`src/pkg/bscan_pkg.sv`:
```
/*
  Constants for the boundary scan test data registers: instruction codes,
  chain cell positions, identification field layout and reset values.
  Assumes nothing of its surroundings.
*/
package bscan_pkg;

  localparam int IR_W = 3;
  localparam logic [2:0] INS_EXTEST = 3'h0;
  localparam logic [2:0] INS_IDCODE = 3'h1;
  localparam logic [2:0] INS_SAMPLE = 3'h2;
  localparam logic [2:0] INS_CLAMP = 3'h3;
  localparam logic [2:0] INS_HIGHZ = 3'h4;
  localparam logic [2:0] INS_BYPASS = 3'h7;

  localparam int CHAIN_LEN = 46;
  localparam int ID_LEN = 32;
  localparam int BUS_W = 8;

  // Output cells and their enable cells
  localparam int CELL_BUS1 = 0;
  localparam int CELL_BUS_UPPER_EN = 1;
  localparam int CELL_BUS0 = 2;
  localparam int CELL_BUS0_EN = 3;
  localparam int CELL_IRQ = 14;
  localparam int CELL_IRQ_EN = 15;
  localparam int CELL_TX_SYNC = 25;
  localparam int CELL_TX_SYNC_EN = 26;
  localparam int CELL_BUS7 = 40;
  localparam int CELL_BUS2 = 45;

  // Identification field layout
  localparam int ID_MFR_LSB = 1;
  localparam int ID_MFR_W = 11;
  localparam int ID_PART_LSB = 12;
  localparam int ID_PART_W = 16;
  localparam int ID_VER_LSB = 28;
  localparam int ID_VER_W = 4;
  localparam logic ID_MARKER = 1'h1;

  // Control cell value that enables its outputs
  localparam logic CTRL_ENABLE = 1'h1;

  localparam logic [CHAIN_LEN-1:0] CHAIN_RESET = 46'h0;
  localparam logic [ID_LEN-1:0] ID_RESET = 32'h0;

  typedef enum logic [1:0] {
    SEL_BYPASS = 2'h0,
    SEL_ID = 2'h1,
    SEL_CHAIN = 2'h3
  } sel_type;

endpackage

```
`src/hdl/bscan_test_regs.sv`:
```
/*
  Bypass, identification and boundary scan test data registers.
  Assumes a TAP controller on ref_clk supplies the current instruction and
  one-hot state levels that stay put between test clock edges; the test
  clock and serial input arrive as pins and are oversampled here.
*/
// Behaviour
// - A one-bit bypass stage links serial in to serial out under BYPASS, CLAMP or HIGHZ.
// - The identification register has a 32-stage shift path and a 32-bit latched output.
// - The identification register is selected under IDCODE and in Test-Logic-Reset.
// - The chain holds cells 0 to 45, cell 0 bus bit one, cell 45 bus bit two.
// - Bus bits one to seven take their enable from control cell 1.
// - Bus bit zero at cell 2 takes its enable from control cell 3.
// - The interrupt output at cell 14 is tri-state, enabled by cell 15.
// - The transmit sync output at cell 25 is tri-state, enabled by cell 26.
// - All other cells, except 40 to 44 for bus bits seven to three, only observe their pin and never drive it.
// - Codes 111, 011, 100 pick bypass, 001 picks identification, 000 and 010 the chain.
// - The captured identification has bit 0 set, then 11 maker, 16 part, 4 version bits.
`timescale 1ns/1ps
module bscan_test_regs
  import bscan_pkg::*;
#(
  // Arbitrary identification values, no meaning attached
  parameter logic [10:0] MFR_CODE = 11'h155,
  parameter logic [15:0] PART_CODE = 16'hA5C3,
  parameter logic [3:0] VERSION_CODE = 4'h1
) (
  input wire logic ref_clk,
  input wire logic reset,
  input wire logic test_clock,
  input wire logic test_serial_in,
  input wire logic [IR_W-1:0] instruction,
  input wire logic tap_reset_state,
  input wire logic capture_dr,
  input wire logic shift_dr,
  input wire logic update_dr,
  input wire logic [CHAIN_LEN-1:0] pin_sense,
  input wire logic [BUS_W-1:0] core_bus_out,
  input wire logic core_bus_upper_oe,
  input wire logic core_bus0_oe,
  input wire logic core_irq_out,
  input wire logic core_irq_oe,
  input wire logic core_tx_sync,
  input wire logic core_tx_sync_oe,
  output logic test_serial_out,
  output logic [BUS_W-1:0] bus_out,
  output logic [BUS_W-1:0] bus_oe,
  output logic irq_out,
  output logic irq_oe,
  output logic tx_sync_8k_output,
  output logic tx_sync_oe,
  output logic [ID_LEN-1:0] id_parallel
);

  ////////////////////////////////////////////////////////////////////////////
  // Pin sampling

  logic [1:0] tpin_level;
  logic tck_rise;
  logic tck_fall;
  logic [CHAIN_LEN-1:0] sense_meta_r;
  logic [CHAIN_LEN-1:0] sense_r;

  pin_sync #(.WIDTH(2)) u_tsync (
    .ref_clk(ref_clk),
    .reset(reset),
    .pin_in({test_serial_in, test_clock}),
    .level(tpin_level),
    .rise(tck_rise),
    .fall(tck_fall)
  );

  wire tdi_s = tpin_level[1];

  always_ff @(posedge ref_clk) begin
    if (reset) begin
      sense_meta_r <= CHAIN_RESET;
      sense_r <= CHAIN_RESET;
    end else begin
      sense_meta_r <= pin_sense;
      sense_r <= sense_meta_r;
    end
  end

  ////////////////////////////////////////////////////////////////////////////
  // Register selection

  function automatic sel_type decode_sel(input logic [IR_W-1:0] ins,
                                         input logic tlr);
    if (tlr) begin
      decode_sel = SEL_ID;
    end else begin
      case (ins)
        INS_IDCODE: decode_sel = SEL_ID;
        INS_EXTEST: decode_sel = SEL_CHAIN;
        INS_SAMPLE: decode_sel = SEL_CHAIN;
        INS_BYPASS: decode_sel = SEL_BYPASS;
        INS_CLAMP: decode_sel = SEL_BYPASS;
        INS_HIGHZ: decode_sel = SEL_BYPASS;
        // Unused codes fall back to bypass, the safe short path
        default: decode_sel = SEL_BYPASS;
      endcase
    end
  endfunction

  sel_type sel;
  assign sel = decode_sel(instruction, tap_reset_state);

  wire do_capture = tck_rise & capture_dr;
  wire do_shift = tck_rise & shift_dr;
  wire do_update = tck_fall & update_dr;

  ////////////////////////////////////////////////////////////////////////////
  // Bypass stage

  logic bypass_r;

  always_ff @(posedge ref_clk) begin
    if (reset) begin
      bypass_r <= 1'b0;
    end else if (sel == SEL_BYPASS && do_capture) begin
      bypass_r <= 1'b0;
    end else if (sel == SEL_BYPASS && do_shift) begin
      bypass_r <= tdi_s;
    end
  end

  ////////////////////////////////////////////////////////////////////////////
  // Identification register

  logic [ID_LEN-1:0] id_value;
  logic [ID_LEN-1:0] id_shift_r;
  logic [ID_LEN-1:0] id_latch_r;

  always_comb begin
    id_value = ID_RESET;
    id_value[0] = ID_MARKER;
    id_value[ID_MFR_LSB +: ID_MFR_W] = MFR_CODE;
    id_value[ID_PART_LSB +: ID_PART_W] = PART_CODE;
    id_value[ID_VER_LSB +: ID_VER_W] = VERSION_CODE;
  end

  always_ff @(posedge ref_clk) begin
    if (reset) begin
      id_shift_r <= ID_RESET;
    end else if (sel == SEL_ID && do_capture) begin
      id_shift_r <= id_value;
    end else if (sel == SEL_ID && do_shift) begin
      id_shift_r <= {tdi_s, id_shift_r[ID_LEN-1:1]};
    end
  end

  always_ff @(posedge ref_clk) begin
    if (reset) begin
      id_latch_r <= ID_RESET;
    end else if (sel == SEL_ID && do_update) begin
      id_latch_r <= id_shift_r;
    end
  end

  assign id_parallel = id_latch_r;

  ////////////////////////////////////////////////////////////////////////////
  // Boundary scan chain, serial in at cell 45, out at cell 0

  logic [CHAIN_LEN-1:0] chain_cap;
  logic [CHAIN_LEN-1:0] chain_shift_r;
  logic [CHAIN_LEN-1:0] chain_latch_r;
  logic [BUS_W-1:0] bus_cell;

  // Bus bit n lives at cell 0 (n=1), cell 2 (n=0) or 47-n (n=2..7)
  function automatic int bus_cell_of(input int n);
    if (n == 0) begin
      bus_cell_of = CELL_BUS0;
    end else if (n == 1) begin
      bus_cell_of = CELL_BUS1;
    end else begin
      bus_cell_of = CELL_BUS2 + 2 - n;
    end
  endfunction

  // Observe-only and output cells sample the pin; control cells sample
  // the core enable, since there is no pin behind them
  always_comb begin
    chain_cap = sense_r;
    chain_cap[CELL_BUS_UPPER_EN] = core_bus_upper_oe;
    chain_cap[CELL_BUS0_EN] = core_bus0_oe;
    chain_cap[CELL_IRQ_EN] = core_irq_oe;
    chain_cap[CELL_TX_SYNC_EN] = core_tx_sync_oe;
  end

  always_ff @(posedge ref_clk) begin
    if (reset) begin
      chain_shift_r <= CHAIN_RESET;
    end else if (sel == SEL_CHAIN && do_capture) begin
      chain_shift_r <= chain_cap;
    end else if (sel == SEL_CHAIN && do_shift) begin
      chain_shift_r <= {tdi_s, chain_shift_r[CHAIN_LEN-1:1]};
    end
  end

  // Update latch holds during CLAMP so outputs stay still
  always_ff @(posedge ref_clk) begin
    if (reset) begin
      chain_latch_r <= CHAIN_RESET;
    end else if (sel == SEL_CHAIN && do_update) begin
      chain_latch_r <= chain_shift_r;
    end
  end

  ////////////////////////////////////////////////////////////////////////////
  // Pin drive selection

  wire test_drive = ~tap_reset_state &
                    (instruction == INS_EXTEST || instruction == INS_CLAMP);
  wire test_float = ~tap_reset_state & (instruction == INS_HIGHZ);

  wire upper_en = chain_latch_r[CELL_BUS_UPPER_EN] == CTRL_ENABLE;
  wire bus0_en = chain_latch_r[CELL_BUS0_EN] == CTRL_ENABLE;
  wire irq_en = chain_latch_r[CELL_IRQ_EN] == CTRL_ENABLE;
  wire sync_en = chain_latch_r[CELL_TX_SYNC_EN] == CTRL_ENABLE;

  logic [BUS_W-1:0] bus_test_oe;

  genvar gi;
  generate
    for (gi = 0; gi < BUS_W; gi++) begin : g_bus
      assign bus_cell[gi] = chain_latch_r[bus_cell_of(gi)];
      if (gi == 0) begin : g_b0
        assign bus_test_oe[gi] = bus0_en;
      end else begin : g_bn
        assign bus_test_oe[gi] = upper_en;
      end
    end
  endgenerate

  wire [BUS_W-1:0] core_bus_oe = {{(BUS_W-1){core_bus_upper_oe}}, core_bus0_oe};

  logic [BUS_W-1:0] bus_out_nxt;
  logic [BUS_W-1:0] bus_oe_nxt;
  logic irq_nxt;
  logic irq_oe_nxt;
  logic sync_nxt;
  logic sync_oe_nxt;

  assign bus_out_nxt = test_drive ? bus_cell : core_bus_out;
  assign bus_oe_nxt = test_float ? '0 :
                      test_drive ? bus_test_oe : core_bus_oe;
  assign irq_nxt = test_drive ? chain_latch_r[CELL_IRQ] : core_irq_out;
  assign irq_oe_nxt = test_float ? 1'b0 :
                      test_drive ? irq_en : core_irq_oe;
  assign sync_nxt = test_drive ? chain_latch_r[CELL_TX_SYNC] : core_tx_sync;
  assign sync_oe_nxt = test_float ? 1'b0 :
                       test_drive ? sync_en : core_tx_sync_oe;

  logic [BUS_W-1:0] bus_out_r;
  logic [BUS_W-1:0] bus_oe_r;
  logic irq_r;
  logic irq_oe_r;
  logic sync_r;
  logic sync_oe_r;

  always_ff @(posedge ref_clk) begin
    if (reset) begin
      bus_out_r <= '0;
      bus_oe_r <= '0;
      irq_r <= 1'b0;
      irq_oe_r <= 1'b0;
      sync_r <= 1'b0;
      sync_oe_r <= 1'b0;
    end else begin
      bus_out_r <= bus_out_nxt;
      bus_oe_r <= bus_oe_nxt;
      irq_r <= irq_nxt;
      irq_oe_r <= irq_oe_nxt;
      sync_r <= sync_nxt;
      sync_oe_r <= sync_oe_nxt;
    end
  end

  assign bus_out = bus_out_r;
  assign bus_oe = bus_oe_r;
  assign irq_out = irq_r;
  assign irq_oe = irq_oe_r;
  assign tx_sync_8k_output = sync_r;
  assign tx_sync_oe = sync_oe_r;

  ////////////////////////////////////////////////////////////////////////////
  // Serial out, changes on the falling test clock edge

  logic tdo_r;
  logic tdo_nxt;

  assign tdo_nxt = (sel == SEL_ID) ? id_shift_r[0] :
                   (sel == SEL_CHAIN) ? chain_shift_r[0] : bypass_r;

  always_ff @(posedge ref_clk) begin
    if (reset) begin
      tdo_r <= 1'b0;
    end else if (tck_fall) begin
      tdo_r <= tdo_nxt;
    end
  end

  assign test_serial_out = tdo_r;

endmodule

```
`src/hdl/pin_sync.sv`:
```
/*
  Two-stage synchroniser for a group of pins, with edge detection on bit 0.
  Assumes the pins are asynchronous to clk; edges are seen two to three
  cycles after they happen at the pin.
*/
`timescale 1ns/1ps
module pin_sync #(
  parameter int WIDTH = 2
) (
  input wire logic ref_clk,
  input wire logic reset,
  input wire logic [WIDTH-1:0] pin_in,
  output logic [WIDTH-1:0] level,
  output logic rise,
  output logic fall
);

  logic [WIDTH-1:0] meta_r;
  logic [WIDTH-1:0] sync_r;
  logic prev_r;

  always_ff @(posedge ref_clk) begin
    if (reset) begin
      meta_r <= '0;
      sync_r <= '0;
      prev_r <= 1'b0;
    end else begin
      meta_r <= pin_in;
      sync_r <= meta_r;
      prev_r <= sync_r[0];
    end
  end

  assign level = sync_r;
  assign rise = sync_r[0] & ~prev_r;
  assign fall = ~sync_r[0] & prev_r;

endmodule

```
`config.mk`:
```
export PLATFORM = sky130hd
export DESIGN_NAME = bscan_test_regs
export DESIGN_NICKNAME = d
export VERILOG_FILES = /design/src/pkg/bscan_pkg.sv /design/src/hdl/bscan_test_regs.sv /design/src/hdl/pin_sync.sv
export SDC_FILE = /design/constraint.sdc
export NUM_CORES = 1
export LEC_CHECK = 0
export BUFFER_PORTS_ARGS = -buffer_cell sky130_fd_sc_hd__buf_2
export CAP_MARGIN = 20
export CORE_MARGIN = 2
export CORE_UTILIZATION = 40
export CTS_CLUSTER_SIZE = 25
export DETAILED_ROUTE_END_ITERATION = 12
export PLACE_DENSITY = 0.57
export SYNTH_ARGS = -nofsm -noshare
export SYNTH_HDL_FRONTEND = slang
export SYNTH_HIERARCHICAL = 1
export SYNTH_SLANG_ARGS = --single-unit
```
`constraint.sdc`:
```
create_clock -name ref_clk -period 4.1 [get_ports ref_clk]
set_input_delay 0.205 -clock ref_clk [delete_from_list [all_inputs] [get_ports ref_clk]]
set_output_delay 0.205 -clock ref_clk [all_outputs]
set_load 0.02 [all_outputs]
```
; ---- After elaboration in Yosys (flattened, before gate mapping)
; Index checks and enable logic that the tools add are counted.
[op_classes]
n_reduce_logical = 17
muxes = 14
eq_ne = 6
n_bitwise = 10
[op_table]
columns = cell, n
row1 = two-way mux 46 bit, 2
row2 = two-way mux 29 bit, 2
row3 = two-way mux 8 bit, 2
row4 = logical AND 1 bit, 8
row5 = OR reduction 2 bit, 4
row6 = AND 1 bit, 7
row7 = equality test 3 x 2 -> 1 bit (second input constant), 2
row8 = two-way mux 1 bit, 6
row9 = one-hot mux 2 bit (2 select lines), 1
row10 = nonzero test 2 bit, 2
row11 = equality test 3 x 1 -> 1 bit (second input constant), 1
row12 = equality test 3 bit (second input constant), 1
row13 = logical NOT 3 bit, 1
row14 = inverter 1 bit, 3
row15 = equality test 2 x 1 -> 1 bit (second input constant), 1
row16 = equality test 2 bit (second input constant), 1
row17 = logical NOT 2 bit, 1
row18 = two-way mux 2 bit, 1
row19 = logical OR 1 bit, 1
[totals]
output_inout_bits = 53
elab_cells = 65
ff_bits = 275
input_bits = 71

; ---- Logic depth before layout (Yosys ltp)
[logic_depth]
word_depth = 8
mapped_depth = 7

; ---- Hierarchy
; The synthesis kept the hierarchy.
[by_module_without_submodules]
columns = module, seq_area_each_um2, cells_each, instances, area_each_um2
row1 = bscan_test_regs, 4484.3, 725, 1, 7642.3
row2 = pin_sync, 100.1, 12, 1, 143.9

; ---- Worst setup path before layout
; OpenSTA, ideal clock, no wires.
[synth_timing]
kind = input to register
start = input port instruction[2]
end = register chain_shift_r[13]
path_buffers = 3
arrival_ns = 1.491
slack_ns = 2.487
t_required_ns = 3.978
path_stages = 6
cell_sequence = buf_2 -> or3_4 -> o21a_1 -> buf_6 -> buf_8 -> a221o_1
[synth_between]
elab_chain_cells = 7
word_cells_on_any_way = 11
classes_between = 3 x eq/ne / 3 x mux / 5 x reduce/logical
[synth_lines]
columns = element, line
row1 = start: declaration, bscan_test_regs.sv:32  ; input wire logic [IR_W-1:0] instruction,
row2 = equality test 3 x 2 -> 1 bit / logical NOT 3 bit (equally long branches), bscan_test_regs.sv:93  ; case (ins)
row3 = OR reduction 2 bit (no line), -
row4 = one-hot mux 2 bit (2 select lines) (*), bscan_test_regs.sv:93
row5 = two-way mux 2 bit (*), bscan_test_regs.sv:90  ; if (tlr) begin
row6 = equality test 2 bit (*), "bscan_test_regs.sv:195, bscan_test_regs.sv:197"
row7 = logical AND 1 bit (on tied branches), "bscan_test_regs.sv:195, bscan_test_regs.sv:197"
row8 = two-way mux 46 bit / nonzero test 2 bit (equally long branches), -
row9 = end signal: assignment, bscan_test_regs.sv:196  ; chain_shift_r <= chain_cap;
row10 = end signal: assignment, bscan_test_regs.sv:198  ; chain_shift_r <= {tdi_s, chain_shift_r[CHAIN_LEN-1:1]};
row11 = end: declaration, bscan_test_regs.sv:167  ; logic [CHAIN_LEN-1:0] chain_shift_r;
; Mark *: on every way between the ends. The rest lies on a longest branch, timed or not.
; A chain may end at the register's enable or synchronous reset.

; ---- Worst setup path after layout
[layout_timing]
start = register u_tsync.sync_r[0] (netlist: u_tsync/level[0])
end = register chain_shift_r[10]
[layout_between]
elab_chain_cells = 4
word_cells_on_any_way = 7
classes_between = 1 x mux / 3 x bitwise / 3 x reduce/logical
[layout_lines]
columns = element, line
row1 = start: declaration, pin_sync.sv:19  ; logic [WIDTH-1:0] sync_r;
row2 = start signal: assignment, pin_sync.sv:29  ; sync_r <= meta_r;
row3 = AND 1 bit (*), pin_sync.sv:35  ; assign rise = sync_r[0] & ~prev_r;
row4 = via tck_rise, bscan_test_regs.sv:59  ; logic tck_rise;
row5 = AND 1 bit (on tied branches), "bscan_test_regs.sv:109, bscan_test_regs.sv:110"
row6 = logical AND 1 bit (on tied branches), "bscan_test_regs.sv:195, bscan_test_regs.sv:197"
row7 = two-way mux 46 bit / nonzero test 2 bit (equally long branches), -
; The timed path passes the listed nets; every way through them passes the cells marked *.

==> run metrics <==
I/O pin cnt=124; worst vdd ir=0.000310 V; Die ar.=20,600 um^2; #FFs+latches synth=229; Rel. slew slack=0.349; Initial Util=0.404; Post-route DRC=0; Highest Clock Rate=0.446 GHz; Syn Area/Cell=10.6 um^2; Clock Root Buffer=clkbuf_16; H-Tree Depth=1; RSZ-0062 raised after global routing=no; RePlAce Congestion=0.756; initial antenna violation count=0; Worst-Margin Slew=0.970 ns; Syn-to-layout area delta=27.1%; CP required=4.54 ns; Main synth FF type=dfxtp_1; FFs w/ async S/R, synth=0; Fin. Hold Viols=0; Core Rows=51; WL/cell=13.7 um; fin. max-slew vios=0; GR Overflow Total=0; clk_lat worst skew=0.50 ns; CP Launch Type=flip-flop; Clock Skews=0.00785 ns; gr usage total=0.152; crit-path max FO=19; share of the yosys chip area belonging to registers=0.589; # Post-CTS Setup Buffers=0; core area=19,300 um^2; top-area cell type share of the netlist area=0.589; period utilization=0.547; syn nets=808; Initial DRC Count=482; CTS buffer count=23; Area contributors post-synth=dfxtp_1 59%, nor2b_1 7.3%, and3_1 4.5%; Die Y=144 um; Register Area=4580 um^2; most common cell in the synthesized netlist=dfxtp_1; first-pass GRT wire length=26,000 um; synth unique cells=41; CP endpoint kind=flip-flop; Final ANT Viol Nets=0; layout cells sized above 1=0.222; fin cells=1,161; Post-layout nets=950; status=finished clean; Inst Count DP=1,061; mapped cell area=7790 um^2; Yosys Warn Count=6; DP HPWL=10,100 um; IO Port Bufs=119; Clock Path Buffers=3; WHS=0.0401 ns; max cap viols=0; TritonRoute pass-1 iters=4; Mapped Cells=737; area of the multi-input gates=2860 um^2; post-synthesis cell type with the largest combined area=dfxtp_1; CTS tree=yes; Static Leak=4.39 nW; pwr/cell area=487 nW/um^2; CP Class=reg -> reg; detailed-route via count=5,627; number of synthesized flops with an enable pin=0; Routed WL=15,900 um; setup TNS=0 ns; top cells by count, synth=229 x dfxtp_1, 91 x nor2b_1, 67 x nand2_1; crit path DAT=2.68 ns; clock transition at the registers of the reported paths=0.06 ns; Die X=144 um; vias in the first global route=5,279; Clock Sink Count=229; Hold Crit Class=in -> reg; fill cell count=1,763; largest net degree at the start of global routing=83; final setup violation count=0; post-route minimum period=2.24 ns; Antenna diodes=0; DR vias/cell=4.85
==> final timing paths <==
path,from,endpoint,slack (ns),cells past startpoint
worst min-delay path,core_irq_oe,irq_oe$_SDFF_PP0_,0.04,3
worst min register to register,sense_meta_r[28]$_SDFF_PP0_,sense_r[28]$_SDFF_PP0_,0.43,1
worst max register to register,u_tsync/level[0]$_SDFF_PP0_,chain_shift_r[10]$_SDFFE_PP0P_,1.86,5
worst max-delay path,u_tsync/level[0]$_SDFF_PP0_,chain_shift_r[10]$_SDFFE_PP0P_,1.86,5
==> critical path: stages, from the launching register on <==
cell,delay [ns]
dfxtp_1,0.34
nor2b_1,0.18
and3b_1,0.47
and2_1,0.63
buf_4,0.36
a221o_1,0.19
==> routing by layer <==
layer / up-vias / GRT usage / wire length [um]
met5: - / 0 / 0
met4: 0 / 0.0418 / 176
met3: 16 / 0.0263 / 871
met2: 155 / 0.248 / 7280
met1: 2578 / 0.208 / 7540
li1: 2878 / - / -
==> per-stage QoR <==
stage	cell area (um^2)	utilization	power [W]	worst slack [ns]
floorplan	7790	-	0.00247	2.49
global placement	8450	0.439	0.00253	1.83
detailed placement	8450	0.439	0.00254	1.77
CTS	9870	0.512	0.00488	1.82
global route	9900	0.514	0.00500	1.68
finish	9900	0.514	0.00482	1.86
==> kinds of logic (layout without fill, tap and decap cells) <==
| kind of cell | Yosys count | after routing | share of synthesized area |
|---|---|---|---|
| XOR/XNOR | 2 | 2 | 0.00225 |
| AO/OA/AOI/OAI | 146 | 146 | 0.140 |
| flip-flops | 229 | 229 | 0.589 |
| AND/OR/NAND/NOR | 256 | 256 | 0.181 |
| buffers and inverters | 72 | 231 | 0.0468 |
| multiplexers | 32 | 32 | 0.0411 |
==> report_power, final <==
part           internal (W)  total [W]  switching, W
Clock               0.00143    0.00229      0.000859
Combinational      0.000109   0.000231      0.000122
Sequential          0.00228    0.00230     0.0000154
Total               0.00382    0.00482      0.000996
==> repair_timing <==
action                                 4_1_cts  5_1_grt
hold buffers                                57        0
gates resized for setup                      0        0
endpoints found under the hold margin       57        0
==> layout by cell type, fill, tap and decap left out, drive strengths merged, types with 6 or more instances in the layout <==
| cell type | Yosys | routed |
|---|---|---|
| dfxtp | 229 | 229 |
| buf | 24 | 129 |
| nor2b | 91 | 91 |
| nand2 | 67 | 67 |
| dlygate4sd3 | 0 | 57 |
| and3 | 56 | 56 |
| a221o | 36 | 36 |
| o21ai | 33 | 33 |
| mux2i | 32 | 32 |
| a21oi | 31 | 31 |
| nand3 | 28 | 28 |
| clkbuf | 45 | 24 |
| o22ai | 17 | 17 |
| o221a | 15 | 15 |
| a211o | 10 | 10 |
| clkinv | 0 | 8 |
| bufinv | 0 | 6 |
==> final cells by class <==
type	instances	share of cell area
inverter	3	0.00114
tap	265	0.0335
clock buffer	24	0.0595
clock inverter	18	0.0262
multi-input combinational	436	0.289
timing repair buffer	186	0.128
sequential	229	0.463
==> state kept, by name, indices dropped and copies added, names as in the netlist, 2 cells and up <==
signal          flops
id_shift_r         32
sense_meta_r       42
bus_oe              2
u_tsync/level       2
u_tsync/meta_r      2
chain_shift_r      46
sense_r            42
id_parallel        32
chain_latch_r      14
bus_out             8
No activity file was read; power rests on OpenSTA's default activity.
